### src/hdl/ublr_pkg.sv
package ublr_pkg;

  // ************************************************************
  // register offsets
  // ************************************************************
  localparam logic [7:0] MODE_OFF = 8'h04;
  localparam logic [7:0] TX_HOLD_OFF = 8'h1c;
  localparam logic [7:0] STATUS_OFF = 8'h14;
  localparam logic [7:0] BAUD_DIV_OFF = 8'h20;
  localparam logic [7:0] RX_TIMEOUT_OFF = 8'h24;
  localparam logic [7:0] TX_GUARD_OFF = 8'h28;
  localparam logic [7:0] LIN_MODE_OFF = 8'h54;
  localparam logic [7:0] LIN_ID_OFF = 8'h58;
  localparam logic [7:0] WP_MODE_OFF = 8'he4;
  localparam logic [7:0] WP_STATUS_OFF = 8'he8;

  // ************************************************************
  // fields and reset values
  // ************************************************************
  localparam logic [23:0] PROTECT_KEY_VAL = 24'h555341;
  localparam int PROTECT_KEY_LSB = 8;
  localparam int FRAC_LSB = 16;
  localparam int DMA_UPDATE_BIT = 16;
  localparam int VIOL_SRC_LSB = 8;
  localparam logic [31:0] REG_RESET = 32'h0;
  localparam logic [2:0] FRAC_STEPS = 3'h0;
  localparam logic [4:0] OVERSAMPLE_16 = 5'h10;
  localparam logic [4:0] OVERSAMPLE_8 = 5'h08;

  // mode register subset: bit 8 sync, bit 19 over, bit 0 lin master, bit 1 spi
  localparam int MODE_SYNC_BIT = 8;
  localparam int MODE_OVER_BIT = 19;
  localparam int MODE_LIN_MASTER_BIT = 0;
  localparam int MODE_SPI_BIT = 1;

  typedef struct packed {
    logic [7:0] response_length_field;
    logic wakeup_type_bit;
    logic frame_slot_disable;
    logic length_mode_bit;
    logic checksum_type_bit;
    logic checksum_disable;
    logic parity_disable;
    logic [1:0] node_action_field;
  } ublr_lin_cfg_t;

  typedef enum logic [1:0] {
    NODE_RESPOND_TRANSMIT = 2'h0,
    NODE_RESPOND_RECEIVE = 2'h1,
    NODE_IGNORE = 2'h2,
    NODE_RESERVED = 2'h3
  } ublr_node_t;

endpackage

### src/hdl/ublr_regs.sv
`timescale 1ns/1ns
// Operation
// - tx char field holds next queued character
// - fraction zero off, else adds eighths
// - divider zero stops baud clock
// - async rate is clock/16/div or /8/div
// - sync or spi rate is clock/div
// - timeout zero off, else value bit periods
// - guard zero off, else value bit periods
// - protected registers writable only when unprotected
// - enable updates only with key; key reads zero
// - dma writes lin mode except own bit
// - length mode zero gives field plus one
// - length mode one uses identifier bits 5:4
// - wakeup type selects 2.0 or 1.3 wakeup
// - frame slot active while disable bit low
// - checksum type zero enhanced, one classic
// - checksum disable stops generate and check
// - parity disable stops generate and check
// - node action selects transmit, receive, ignore
// - identifier writable as master, received as slave
// - violation sets flag; status read clears all
// - violation source names rejected register offset
module ublr_regs (
  input wire logic core_clk, // module clock
  input wire logic rst, // sync reset, active high
  input wire logic psel, // apb select
  input wire logic penable, // apb enable
  input wire logic pwrite, // apb direction
  input wire logic [7:0] paddr, // apb byte address
  input wire logic [31:0] pwdata, // apb write data
  output logic [31:0] prdata, // apb read data
  output logic pready, // apb ready
  output logic pslverr, // apb error on unmapped address
  input wire logic dma_we, // dma write strobe to lin mode
  input wire logic [31:0] dma_wdata, // dma write data
  input wire logic tx_holding_free_flag, // holding register empty
  input wire logic tx_take, // shifter takes the character
  input wire logic id_rx_valid, // slave received an identifier
  input wire logic [7:0] id_rx_char, // received identifier
  output logic [8:0] tx_char_field, // next character to send
  output logic baud_tick, // one pulse per baud clock
  output logic timeout_en, // receiver timeout active
  output logic [16:0] timeout_value, // timeout in bit periods
  output logic guard_en, // timeguard active
  output logic [7:0] guard_value, // guard in bit periods
  output logic [7:0] response_bytes_m1, // response length minus one
  output ublr_pkg::ublr_lin_cfg_t lin_cfg, // lin config fields
  output logic frame_slot_active, // frame slot mode on
  output logic checksum_gen, // master sends checksum
  output logic checksum_chk, // slave checks checksum
  output logic parity_gen, // master sends parity
  output logic parity_chk, // slave checks parity
  output logic respond_transmit, // node transmits response
  output logic respond_receive, // node receives response
  output logic wakeup_13, // wakeup is 1.3 style
  output logic [7:0] identifier_char // identifier value
);

  // ************************************************************
  // bus decode
  // ************************************************************
  logic [31:0] mode_q, baud_q, rto_q, ttg_q, lin_q, id_q;
  logic [8:0] tx_char_field_q;
  logic protect_enable_q, violation_flag_q;
  logic [15:0] violation_source_q;
  logic [15:0] cnt_q;
  logic [2:0] frac_q;
  logic [4:0] sub_q;

  wire access = psel && penable;
  wire wr = access && pwrite;
  wire rd = access && !pwrite;
  wire hit_mode = paddr == ublr_pkg::MODE_OFF;
  wire hit_thr = paddr == ublr_pkg::TX_HOLD_OFF;
  wire hit_baud = paddr == ublr_pkg::BAUD_DIV_OFF;
  wire hit_rto = paddr == ublr_pkg::RX_TIMEOUT_OFF;
  wire hit_ttg = paddr == ublr_pkg::TX_GUARD_OFF;
  wire hit_lin = paddr == ublr_pkg::LIN_MODE_OFF;
  wire hit_id = paddr == ublr_pkg::LIN_ID_OFF;
  wire hit_wpm = paddr == ublr_pkg::WP_MODE_OFF;
  wire hit_wps = paddr == ublr_pkg::WP_STATUS_OFF;
  wire hit_any = hit_mode | hit_thr | hit_baud | hit_rto | hit_ttg | hit_lin
               | hit_id | hit_wpm | hit_wps;
  wire hit_prot = hit_mode | hit_baud | hit_rto | hit_ttg;
  wire prot_ok = wr && hit_prot && !protect_enable_q;
  wire prot_viol = wr && hit_prot && protect_enable_q;
  wire key_ok = pwdata[31:ublr_pkg::PROTECT_KEY_LSB] == ublr_pkg::PROTECT_KEY_VAL;
  wire lin_master = mode_q[ublr_pkg::MODE_LIN_MASTER_BIT];
  wire sync_mode = mode_q[ublr_pkg::MODE_SYNC_BIT] | mode_q[ublr_pkg::MODE_SPI_BIT];
  wire wps_read = rd && hit_wps;

  assign pready = 1'b1;
  assign pslverr = access && !hit_any;

  always_comb begin
    prdata = 32'h0;
    unique case (1'b1)
      hit_mode: prdata = mode_q;
      hit_baud: prdata = baud_q;
      hit_rto: prdata = rto_q;
      hit_ttg: prdata = ttg_q;
      hit_lin: prdata = lin_q;
      hit_id: prdata = id_q;
      hit_wpm: prdata = {24'h0, 7'h0, protect_enable_q};
      hit_wps: prdata = {8'h0, violation_source_q, 7'h0, violation_flag_q};
      default: prdata = 32'h0;
    endcase
  end

  // ************************************************************
  // register storage
  // ************************************************************
  always_ff @(posedge core_clk) begin
    if (rst) begin
      mode_q <= ublr_pkg::REG_RESET;
      baud_q <= ublr_pkg::REG_RESET;
      rto_q <= ublr_pkg::REG_RESET;
      ttg_q <= ublr_pkg::REG_RESET;
    end else if (prot_ok) begin
      if (hit_mode) mode_q <= pwdata;
      if (hit_baud) baud_q <= {13'h0, pwdata[18:0]};
      if (hit_rto) rto_q <= {15'h0, pwdata[16:0]};
      if (hit_ttg) ttg_q <= {24'h0, pwdata[7:0]};
    end
  end

  always_ff @(posedge core_clk) begin
    if (rst) begin
      lin_q <= ublr_pkg::REG_RESET;
    end else if (wr && hit_lin) begin
      lin_q <= {15'h0, pwdata[16:0]};
    end else if (dma_we && lin_q[ublr_pkg::DMA_UPDATE_BIT]) begin
      // dma keeps the update bit so it cannot lock itself out
      lin_q <= {15'h0, lin_q[16], dma_wdata[15:0]};
    end
  end

  always_ff @(posedge core_clk) begin
    if (rst) begin
      id_q <= ublr_pkg::REG_RESET;
    end else if (lin_master && wr && hit_id) begin
      id_q <= {24'h0, pwdata[7:0]};
    end else if (!lin_master && id_rx_valid) begin
      id_q <= {24'h0, id_rx_char};
    end
  end

  always_ff @(posedge core_clk) begin
    if (rst) begin
      tx_char_field_q <= 9'h0;
    end else if (wr && hit_thr && tx_holding_free_flag) begin
      tx_char_field_q <= pwdata[8:0];
    end
  end

  always_ff @(posedge core_clk) begin
    if (rst) begin
      protect_enable_q <= 1'b0;
    end else if (wr && hit_wpm && key_ok) begin
      protect_enable_q <= pwdata[0];
    end
  end

  // a new violation in the read cycle wins over the clear
  always_ff @(posedge core_clk) begin
    if (rst) begin
      violation_flag_q <= 1'b0;
      violation_source_q <= 16'h0;
    end else if (prot_viol) begin
      violation_flag_q <= 1'b1;
      violation_source_q <= {8'h0, paddr};
    end else if (wps_read) begin
      violation_flag_q <= 1'b0;
      violation_source_q <= 16'h0;
    end
  end

  // ************************************************************
  // baud generator
  // ************************************************************
  wire [15:0] clock_divider_value = baud_q[15:0];
  wire [2:0] frac_divider = baud_q[ublr_pkg::FRAC_LSB +: 3];
  wire [4:0] over_n = mode_q[ublr_pkg::MODE_OVER_BIT] ? ublr_pkg::OVERSAMPLE_8
                                                      : ublr_pkg::OVERSAMPLE_16;
  // fraction stretches one divider period per eighth of the cycle
  wire frac_stretch = (frac_divider != ublr_pkg::FRAC_STEPS) && (frac_q < frac_divider);
  wire [15:0] cnt_end = frac_stretch ? clock_divider_value : clock_divider_value - 16'h1;
  wire cnt_wrap = cnt_q >= cnt_end;
  wire sub_last = sync_mode || (sub_q == over_n - 5'h1);

  always_ff @(posedge core_clk) begin
    if (rst || clock_divider_value == 16'h0) begin
      cnt_q <= 16'h0;
      sub_q <= 5'h0;
      frac_q <= 3'h0;
      baud_tick <= 1'b0;
    end else begin
      baud_tick <= 1'b0;
      if (cnt_wrap) begin
        cnt_q <= 16'h0;
        sub_q <= sub_last ? 5'h0 : sub_q + 5'h1;
        frac_q <= frac_q + 3'h1;
        baud_tick <= sub_last;
      end else begin
        cnt_q <= cnt_q + 16'h1;
      end
    end
  end

  // ************************************************************
  // decoded configuration
  // ************************************************************
  assign tx_char_field = tx_char_field_q;
  assign timeout_value = rto_q[16:0];
  assign timeout_en = rto_q[16:0] != 17'h0;
  assign guard_value = ttg_q[7:0];
  assign guard_en = ttg_q[7:0] != 8'h0;
  assign lin_cfg = ublr_pkg::ublr_lin_cfg_t'(lin_q[15:0]);
  assign identifier_char = id_q[7:0];
  assign response_bytes_m1 = lin_cfg.length_mode_bit ? {6'h0, id_q[5:4]}
                                                     : lin_cfg.response_length_field;
  assign wakeup_13 = lin_cfg.wakeup_type_bit;
  assign frame_slot_active = !lin_cfg.frame_slot_disable;
  assign checksum_gen = !lin_cfg.checksum_disable && lin_master;
  assign checksum_chk = !lin_cfg.checksum_disable && !lin_master;
  assign parity_gen = !lin_cfg.parity_disable && lin_master;
  assign parity_chk = !lin_cfg.parity_disable && !lin_master;
  assign respond_transmit = lin_cfg.node_action_field == ublr_pkg::NODE_RESPOND_TRANSMIT;
  assign respond_receive = lin_cfg.node_action_field == ublr_pkg::NODE_RESPOND_RECEIVE;
  // checksum_type_bit travels in lin_cfg: 0 enhanced, 1 classic

endmodule

### config.mk
export PLATFORM = sky130hd
export DESIGN_NAME = ublr_regs
export DESIGN_NICKNAME = d
export VERILOG_FILES = /design/src/hdl/ublr_pkg.sv /design/src/hdl/ublr_regs.sv
export SDC_FILE = /design/constraint.sdc
export NUM_CORES = 1
export LEC_CHECK = 0
export BUFFER_PORTS_ARGS = -buffer_cell sky130_fd_sc_hd__buf_2
export CAP_MARGIN = 0
export CORE_MARGIN = 2
export CORE_UTILIZATION = 59
export CTS_BUF_LIST = sky130_fd_sc_hd__clkbuf_8
export DETAILED_ROUTE_END_ITERATION = 10
export HOLD_SLACK_MARGIN = 0.15
export PLACE_DENSITY = 0.84
export SLEW_MARGIN = 20
export SYNTH_ARGS = -nofsm -noshare
export SYNTH_HDL_FRONTEND = slang
export SYNTH_SLANG_ARGS = --single-unit
### constraint.sdc
create_clock -name core_clk -period 10.9 [get_ports core_clk]
set_input_delay 0.545 -clock core_clk [delete_from_list [all_inputs] [get_ports core_clk]]
set_output_delay 0.545 -clock core_clk [all_outputs]
set_load 0.01 [all_outputs]
After elaboration in Yosys (flattened, before gate mapping):

Cells that the tools add are included.

* bitwise operators: 13
* $add $sub $neg: 5
* order comparisons: 2
* eq/ne operators: 12
* mux-type cells: 13
* reductions and logical operators: 45

Operators with widths (count)
* one-hot mux 32 bit (8 select lines): 1
* two-way mux 8 bit: 5
* two-way mux 16 bit: 2
* == test 24 x 23 -> 1 bit (second input constant): 1
* == test 8 x 6 -> 1 bit (second input constant): 3
* logical AND 1 bit: 22
* two-way mux 17 bit: 1
* nonzero test 17 bit: 1
* adder 16 x 1 -> 16 bit (second input constant): 1
* == test 8 x 7 -> 1 bit (second input constant): 2
* == test 8 bit (second input constant): 2
* greater-or-equal comparator 16 bit: 1
* logical NOT 16 bit: 1
* subtractor 16 x 1 -> 16 bit (second input constant): 1
* bitwise OR 1 bit: 12
* two-way mux 5 bit: 2
* == test 8 x 3 -> 1 bit (second input constant): 1
* == test 8 x 5 -> 1 bit (second input constant): 1
* AND reduction 2 bit: 4
* nonzero test 8 bit: 1
* logical NOT 1 bit: 7
* nonzero test 2 bit: 3
* adder 5 x 1 -> 5 bit (second input constant): 1
* == test 5 bit: 1
* 10 further kinds: 13

* output and inout port bits: 111
* register bits: 145
* word-level logic and storage cells: 105
* input bits: 89

Logic depth before layout (Yosys ltp):

Gate-level depths: netlist (run 1).

* depth after elaboration: 11
* depth in mapped cells: 16
* mapped depth without buffers: 14

Worst setup path after synthesis (run 1):

No wires, ideal clock.

* kind: register to register
* from: register baud_q[17]
* to: register sub_q[4]
* cell stages (with the launch flop): 16
* setup slack: 7448 ps
* arrival: 3334 ps
* setup time: 117 ps
* required time: 10783 ps
* path buffers: 1
* clock period less this slack: 3452 ps
* cells stage by stage: dfxtp_1 inv_1 ha_1 a21o_1 a211o_1 and3_1 nor2b_1 xnor2_1 ha_1 nor2_1 or3_1 o221ai_1 a2111o_1 clkbuf_1 o21ai_0 a32o_1

* word-level cells in the longest chain between the ends: 4
* elaborated cells on any way between the ends: 5
* classes of those cells: order compare: 2; mux: 1; reduce/logical: 2

Ends and longest elaborated chain
* start, declared: RTL line ublr_regs.sv:63 `logic [31:0] mode_q, baud_q, rto_q, ttg_q, lin_q, id_q;`
* start signal, assigned: RTL line ublr_regs.sv:117 `baud_q <= ublr_pkg::REG_RESET;`
* start signal, assigned: RTL line ublr_regs.sv:122 `if (hit_baud) baud_q <= {13'h0, pwdata[18:0]};`
* less-than comparator 3 bit / nonzero test 3 bit (equally long branches): RTL line ublr_regs.sv:187 `wire frac_stretch = (frac_divider != ublr_pkg::FRAC_STEPS) && (frac_q < frac_divider);`
* logical AND 1 bit (*): RTL line ublr_regs.sv:187
* two-way mux 16 bit (*): RTL line ublr_regs.sv:188 `wire [15:0] cnt_end = frac_stretch ? clock_divider_value : clock_divider_value - 16'h1;`
* greater-or-equal comparator 16 bit (*): RTL line ublr_regs.sv:189 `wire cnt_wrap = cnt_q >= cnt_end;`
* end signal, assigned: RTL line ublr_regs.sv:202 `sub_q <= sub_last ? 5'h0 : sub_q + 5'h1;`
* end, declared: RTL line ublr_regs.sv:69 `logic [4:0] sub_q;`

Every way passes the cells marked *; elsewhere a longest branch is shown, timed or not.
A chain may end at the register's enable or synchronous reset.

Worst setup path after layout (run 1):

* from: register baud_q[2]
* to: register cnt_q[14]

* word-level cells in the longest chain between the ends: 4
* elaborated cells on any way between the ends: 6
* classes of those cells: add/sub: 1; order compare: 1; mux: 1; reduce/logical: 3

Ends and longest elaborated chain
* subtractor 16 x 1 -> 16 bit: RTL line ublr_regs.sv:188
* two-way mux 16 bit: RTL line ublr_regs.sv:188
* greater-or-equal comparator 16 bit: RTL line ublr_regs.sv:189
* OR reduction 2 bit (no source line) (*)
* end signal, assigned: RTL line ublr_regs.sv:206 `cnt_q <= cnt_q + 16'h1;`
* end, declared: RTL line ublr_regs.sv:67 `logic [15:0] cnt_q;`

Marks and branches as above.

==> results.py, run 1 <==
metrics = {
    "timing": {
        "rsz0062_at_grt": "false",
        "drv_slew": 0,
        "fin_crit_ns": 3.98,
        "tns_ns": 0,
        "fin_crit_sh_pct": 36.5,
        "fin_ws_ns": 6.92,
        "setup_viol": 0,
        "clock_skew_ns": 0.0144,
        "hold_viol": 0,
        "fmax_ghz": 0.251,
        "slew-limit-headroom_pct": 25.9,
        "worst_pin_slew_ns": 1.10,
    },
    "clocking": {
        "clk_latency_ns": 0.45,
        "numCtsBuffers": 17,
        "clk_pin_slew_worst_paths_ns": 0.09,
        "cts_setup_buffers": 0,
        "cts_hold_buf": 0,
        "cts_resized": 0,
        "cts.sinks": 145,
        "clk_path_buf_depth": 2,
        "cts_tree": "yes",
        "ctsHtreeMaxLevel": 4,
        "cts-root-buf": "clkbuf_8",
    },
    "pwr": {
        "ir_worst_vdd_mv": 0.139,
        "finalPower_mw": 1.04,
        "p_per_area_nw_per_um2": 121,
        "power_leakage_nw": 3.76,
    },
    "critical_path": {
        "worst-r2r-setup-slack_ns": 6.92,
        "cp_data_arrival_time_ns": 4.36,
        "cp_common_cell": "nor2_1",
        "slowest_delay_ns": 0.61,
        "slowest_stage": "a2111o_1",
        "worst_r2r_endpoint": "cnt_q[14]",
        "crit_start": "baud_q[2]",
        "crit_chain": "nor3_1 > nand2b_1 > nor4_1 > nand3_1 > or4_1 > xor2_1 > ha_1 > nand4_1 > nor2_1 > a2111o_1 > or2_2 > nor2_1",
        "r2r-start": "baud_q[2]",
        "start_kind": "flip-flop",
        "rr_worst_depth": 12,
        "worstPathRequired_ns": 11.28,
        "end_kind": "flip-flop",
        "cp_max_fo": 16,
        "critical_path_class": "reg2reg",
    },
    "detailed_routing": {
        "post_drt_wl_per_cell_um": 17.4,
        "first_iter_violations": 629,
        "vias": 7156,
        "postRouteWirelength_mm": 21.0,
        "drc_errors": 0,
        "first_pass_iters": 5,
        "vias_per_cell": 5.94,
        "drtAntennaViolNets": 0,
    },
    "cells_and_area": {
        "final_cell_count_no_fill": 1205,
        "drive_above_1_share_pct": 23.1,
        "areaGrowthSynthToFinish_pct": 16.5,
        "finish.net_count": 1135,
        "antennaDiodeCount": 0,
    },
    "placement": {
        "numPortBuffers": 181,
        "dp_cells": 1173,
        "routabilityCongestion": 0.886,
        "place_hpwl_mm": 14.8,
        "place_ws_ns": 6.98,
    },
    "min_path": {
        "hold_depth": 3,
        "min_path_type": "in2reg",
        "hold_end": "mode_q[29]",
        "min-delay-start": "pwdata[29]",
    },
    "global_routing": {
        "grt_max_degree": 74,
        "first_global_vias": 6583,
        "overflow": 0,
        "grt_pass1_wl_mm": 33.3,
        "antenna_found_initial": 0,
        "grtUsageTotal_pct": 31.7,
    },
    "die": {
        "io_pins": 200,
        "std_cell_rows": 40,
        "core_area_um2": 12100,
        "start_util_pct": 60.8,
        "dieWidth_um": 116,
        "fp.dieArea_um2": 13400,
        "die_y_um": 116,
    },
    "synth": {
        "synthFlopType": "dfxtp_1",
        "synthesis.nets": 1003,
        "avgSynthCellArea_um2": 8.25,
        "synth_edf_count": 0,
        "syn_area_um2": 7360,
        "ys_types": 62,
        "yosys_warnings": 0,
        "syn_inst": 892,
        "async_flop_share_pct": 0,
        "yosysSeqAreaShare_pct": 39.4,
        "ys_ff_latch": 145,
    },
    "flow_run": {
        "cap_violations": 0,
    },
    "outcome": {
        "status": "finished, final reports clean",
    },
}
## cell usage after synthesis (2+ instances only)
master | count | share of area, %
nand2_1 | 150 | 7.7
dfxtp_1 | 145 | 39
nor2_1 | 113 | 5.8
a21oi_1 | 61 | 4.1
mux2i_1 | 47 | 6.4
nand3_1 | 42 | 2.9
clkbuf_1 | 39 | 2.0
a22oi_1 | 37 | 3.8
ha_1 | 22 | 3.7
and2_1 | 20 | 1.7
buf_4 | 20 | 2.0
xor2_1 | 18 | 2.1
a311oi_1 | 16 | 1.9
nor2b_1 | 14 | 1.2
xnor2_1 | 13 | 1.5
inv_1 | 11 | 0.56
buf_2 | 10 | 0.68
nor4_1 | 10 | 0.85
a211oi_1 | 8 | 0.82
and3_1 | 7 | 0.60
nand4_1 | 6 | 0.51
nor3_1 | 6 | 0.41
a222oi_1 | 5 | 0.68
o21ai_0 | 5 | 0.34
a22o_1 | 4 | 0.48
and3_2 | 4 | 0.41
nand2b_1 | 4 | 0.34
nor3b_1 | 4 | 0.41
or3_1 | 4 | 0.34
a21o_1 | 3 | 0.31
a32o_1 | 3 | 0.41
or2_2 | 3 | 0.26
a211o_1 | 2 | 0.24
and4_1 | 2 | 0.24
buf_6 | 2 | 0.31
mux2_2 | 2 | 0.31
nand3b_1 | 2 | 0.20
nor4_4 | 2 | 0.58
nor4b_1 | 2 | 0.24
or4_1 | 2 | 0.20
## through the flow
stage,util (%),hold slack (ns),instance area (um^2)
finish,70.8,0.335,8580
global route,70.8,0.314,8580
CTS,70.8,0.314,8570
detailed placement,67.2,0.442,8140
global placement,67.2,0.437,8140
floorplan,-,0.431,7360
## flip-flops by register name, indices dropped and copies added (netlist names)
register / count
sub_q: 5
rto_q: 17
baud_q: 19
baud_tick: 1
protect_enable_q: 1
frac_q: 3
ttg_q: 8
violation_flag_q: 1
mode_q: 32
cnt_q: 16
lin_q: 17
id_q: 8
violation_source_q: 8
tx_char_field: 9
## cell families after synthesis
logic type	count (synthesis)	synth area share [%]
and+or+nand+nor	405	25.9
DFF	145	39.4
other	1	0.0510
xor gates and xnor gates	31	3.69
adders and majority gates	22	3.74
buffers and inverters	85	5.88
muxes	49	6.70
AOI/OAI and AO/OA	154	14.6
## layer usage
| layer | track usage, % | part of all wire [%] |
|---|---|---|
| met5 | 0 | 0 |
| met2 | 53.5 | 49 |
| met1 | 38.7 | 40 |
| met3 | 8.63 | 8.3 |
| met4 | 12.1 | 2.8 |
## worst max-delay path, delay by kind of cell (launching register included)
kind	cells	cell delay (ns)
AOI/OAI and AO/OA	1	0.61
xor gates and xnor gates	1	0.16
adders and majority gates	1	0.27
DFF	1	0.39
and+or+nand+nor	9	2.47
## layout make-up
class                   count  area (um^2)
fillers                   991         3540
multi-input cells         662         4040
repair buffers            187          953
flip-flops and latches    145         2900
inverters                  11         41.3
clock buffers              17          234
well taps                 168          210
clock inverters            15          196
## cells in the final DEF, fill, tap and decap left out, types with 16 or more instances in the layout
cell type and count:
clkbuf_8 17, and2_1 20, buf_2 180, a21oi_1 61
nand3_1 42, dfxtp_1 145, xor2_1 18, a311oi_1 16
nor2_1 112, a22oi_1 37, mux2i_1 47, nand2_1 149
ha_1 22
## worst max path at each step
stage                     end  slack, ns  cells after the start
finish              cnt_q[14]       6.92                     12
global route         cnt_q[7]       6.72                     12
CTS                 cnt_q[15]       6.97                     12
detailed placement  cnt_q[15]       6.98                     12
global placement    cnt_q[13]       7.04                     12
floorplan            sub_q[4]       7.45                     15
## where the power goes
part / switching (mW) / internal [mW]
sequential: 0.00208 / 0.531
combinational: 0.0302 / 0.0161
clock: 0.225 / 0.234
(Power assumes the default switching activity.)
==> run 2, diff against run 1 <==
--- a/config.mk
+++ b/config.mk
@@ -5,14 +5,15 @@
 export SDC_FILE = /design/constraint.sdc
 export NUM_CORES = 1
 export LEC_CHECK = 0
+export ABC_AREA = 1
 export BUFFER_PORTS_ARGS = -buffer_cell sky130_fd_sc_hd__buf_2
 export CAP_MARGIN = 0
 export CORE_MARGIN = 2
-export CORE_UTILIZATION = 59
+export CORE_UTILIZATION = 50
 export CTS_BUF_LIST = sky130_fd_sc_hd__clkbuf_8
 export DETAILED_ROUTE_END_ITERATION = 10
 export HOLD_SLACK_MARGIN = 0.15
-export PLACE_DENSITY = 0.84
+export PLACE_DENSITY = 0.75
 export SLEW_MARGIN = 20
 export SYNTH_ARGS = -nofsm -noshare
 export SYNTH_HDL_FRONTEND = slang
==> constraint.sdc (replaced) <==
create_clock -name core_clk -period 3.4 [get_ports core_clk]
set_input_delay 0.17 -clock core_clk [delete_from_list [all_inputs] [get_ports core_clk]]
set_output_delay 0.17 -clock core_clk [all_outputs]
set_load 0.01 [all_outputs]
==> results.py, run 2 <==
metrics = {
    "timing": {
        "hold_viol": 0,
        "fin_crit_sh_pct": 89.0,
        "fin_ws_ns": 0.375,
        "worst_pin_slew_ns": 0.889,
        "setup_viol": 0,
        "fmax_ghz": 0.331,
        "fin_crit_ns": 3.02,
        "slew-limit-headroom_pct": 40.2,
        "clock_skew_ns": 0.00921,
        "rsz0062_at_grt": "false",
        "drv_slew": 0,
        "tns_ns": 0,
    },
    "critical_path": {
        "start_kind": "flip-flop",
        "end_kind": "flip-flop",
        "cp_max_fo": 9,
        "worst-r2r-setup-slack_ns": 0.38,
        "cp_data_arrival_time_ns": 3.38,
        "slowest_delay_ns": 0.31,
        "worstPathRequired_ns": 3.76,
        "critical_path_class": "reg2reg",
        "rr_worst_depth": 16,
        "crit_path_end": "frac_q[1]",
        "crit_start": "baud_q[18]",
        "cp_num_buf_inv": 3,
        "crit_chain": "inv_1 > ha_1 > a21oi_1 > nand3_1 > buf_4 > nand3_1 > xor2_1 > inv_1 > ha_1 > nand2_1 > o21bai_1 > a21oi_1 > nor2_1 > nand2_1 > nand3_1 > nand2_1",
        "cp_top_family": "simple AND/OR/NAND/NOR gates",
        "cp.depth": 16,
        "r2r-start": "baud_q[18]",
        "worst_r2r_endpoint": "frac_q[1]",
        "slowest_stage": "dfxtp_1",
    },
    "detailed_routing": {
        "postRouteWirelength_mm": 23.8,
        "vias": 8412,
        "drtAntennaViolNets": 0,
        "vias_per_cell": 5.06,
        "drc_errors": 0,
        "first_pass_iters": 7,
        "post_drt_wl_per_cell_um": 14.3,
        "first_iter_violations": 565,
    },
    "synth": {
        "synthTopCellsByArea": "dfxtp_1, nand2_1, nor2_1",
        "syn_inst": 1218,
        "async_flop_share_pct": 0,
        "synth_top_area_cell": "dfxtp_1",
        "synth_edf_count": 0,
        "synthTopCellsByCount": "nand2_1, nor2_1, inv_1",
        "ys_types": 38,
        "synthesis.nets": 1329,
        "synth_most_common_cell": "nand2_1",
        "synthFlopType": "dfxtp_1",
        "avgSynthCellArea_um2": 6.55,
        "ys_ff_latch": 145,
        "yosys_warnings": 0,
        "yosysSeqAreaShare_pct": 36.4,
        "syn_area_um2": 7970,
        "yosys.area.top_type_share_pct": 36.4,
    },
    "flow_run": {
        "cap_violations": 0,
    },
    "clocking": {
        "clk_pin_slew_worst_paths_ns": 0.08,
        "cts_resized": 0,
        "cts_tree": "yes",
        "cts_setup_buffers": 0,
        "clk_latency_ns": 0.47,
        "clk_path_buf_depth": 2,
        "cts-root-buf": "clkbuf_8",
        "cts.sinks": 145,
        "ctsHtreeMaxLevel": 4,
        "cts_hold_buf": 69,
        "numCtsBuffers": 17,
    },
    "die": {
        "std_cell_rows": 46,
        "die_y_um": 130,
        "dieWidth_um": 130,
        "start_util_pct": 50.7,
        "core_area_um2": 15700,
        "io_pins": 200,
        "fp.dieArea_um2": 17000,
    },
    "cells_and_area": {
        "largest_reg_flops": 32,
        "final_common_cell": "nand2_1",
        "antennaDiodeCount": 0,
        "final_cell_count_no_fill": 1664,
        "largest-register": "mode_q",
        "finish.net_count": 1546,
        "utilization_pct": 63.5,
        "layout_common_cells": "nand2_1, nor2_1, buf_2",
        "largestRegisters": "mode_q x32, baud_q x19",
        "drive_above_1_share_pct": 17.2,
        "areaGrowthSynthToFinish_pct": 25.2,
    },
    "placement": {
        "routabilityCongestion": 0.897,
        "dp_cells": 1563,
        "place_hpwl_mm": 16.9,
        "place_ws_ns": 0.382,
        "numPortBuffers": 181,
    },
    "global_routing": {
        "first_global_vias": 7509,
        "overflow": 0,
        "antenna_found_initial": 0,
        "grt_pass1_wl_mm": 37.1,
        "grt_max_degree": 58,
        "grtUsageTotal_pct": 28.0,
    },
    "outcome": {
        "status": "finished, final reports clean",
    },
    "pwr": {
        "finalPower_mw": 3.29,
        "power_leakage_nw": 5.30,
        "p_per_area_nw_per_um2": 329,
        "ir_worst_vdd_mv": 0.275,
    },
    "min_path": {
        "min_path_type": "in2reg",
    },
}
run 2: power by group:
part | switching [mW] | internal (mW) | total, mW
sequential | 0.00387 | 1.70 | 1.71
combinational | 0.115 | 0.0967 | 0.212
clock | 0.671 | 0.699 | 1.37
run 2: worst register-to-register path: cells and delay by family (launching register included):
kind,cells,cell delay [ns]
adders and majority gates,2,0.60
buffers and inverters,3,0.41
xor gates and xnor gates,1,0.14
AOI/OAI and AO/OA,3,0.34
DFF,1,0.31
and+or+nand+nor,7,1.11
run 2: worst min-delay path by stage:
stage / cells after the start / from / endpoint
floorplan: 2 / pwdata[6] / mode_q[6]
global placement: 3 / pwdata[24] / mode_q[24]
detailed placement: 3 / pwdata[24] / mode_q[24]
CTS: 4 / tx_holding_free_flag / tx_char_field[5]
global route: 4 / tx_holding_free_flag / tx_char_field[0]
finish: 4 / tx_holding_free_flag / tx_char_field[5]
run 2: through the flow:
step / instance area [um^2] / hold slack, ns
floorplan: 7970 / 0.305
global placement: 8900 / 0.410
detailed placement: 8900 / 0.417
CTS: 9980 / 0.160
global route: 9980 / 0.207
finish: 9980 / 0.195
run 2: cells by family (layout without fill, tap and decap cells):
logic type      count (synthesis)  after routing  share of synthesized area, %
buf+inv                       222            452                          11.7
simple gates                  641            641                          34.3
xor+xnor                       31             31                          3.41
flops                         145            145                          36.4
compound gates                156            156                          10.7
other cells                     1              1                        0.0470
fa+ha+maj                      22             22                          3.45
run 2: layer usage:
metal,vias to the layer above,part of all wire [%],global-route usage [%]
met4,0,2.6,9.80
met3,49,5.6,5.37
li1,4255,-,-
met2,296,48,47.4
met5,-,0,0
met1,3812,44,35.9
run 2: cell type report:
class                      count  area, um^2
inverter                     160         601
clock inverter                12         116
timing repair buffer         260        1680
multi-input combinational    851        4130
clock buffer                  20         275
sequential                   145        2900
tap                          216         270
fill                        1402        5730
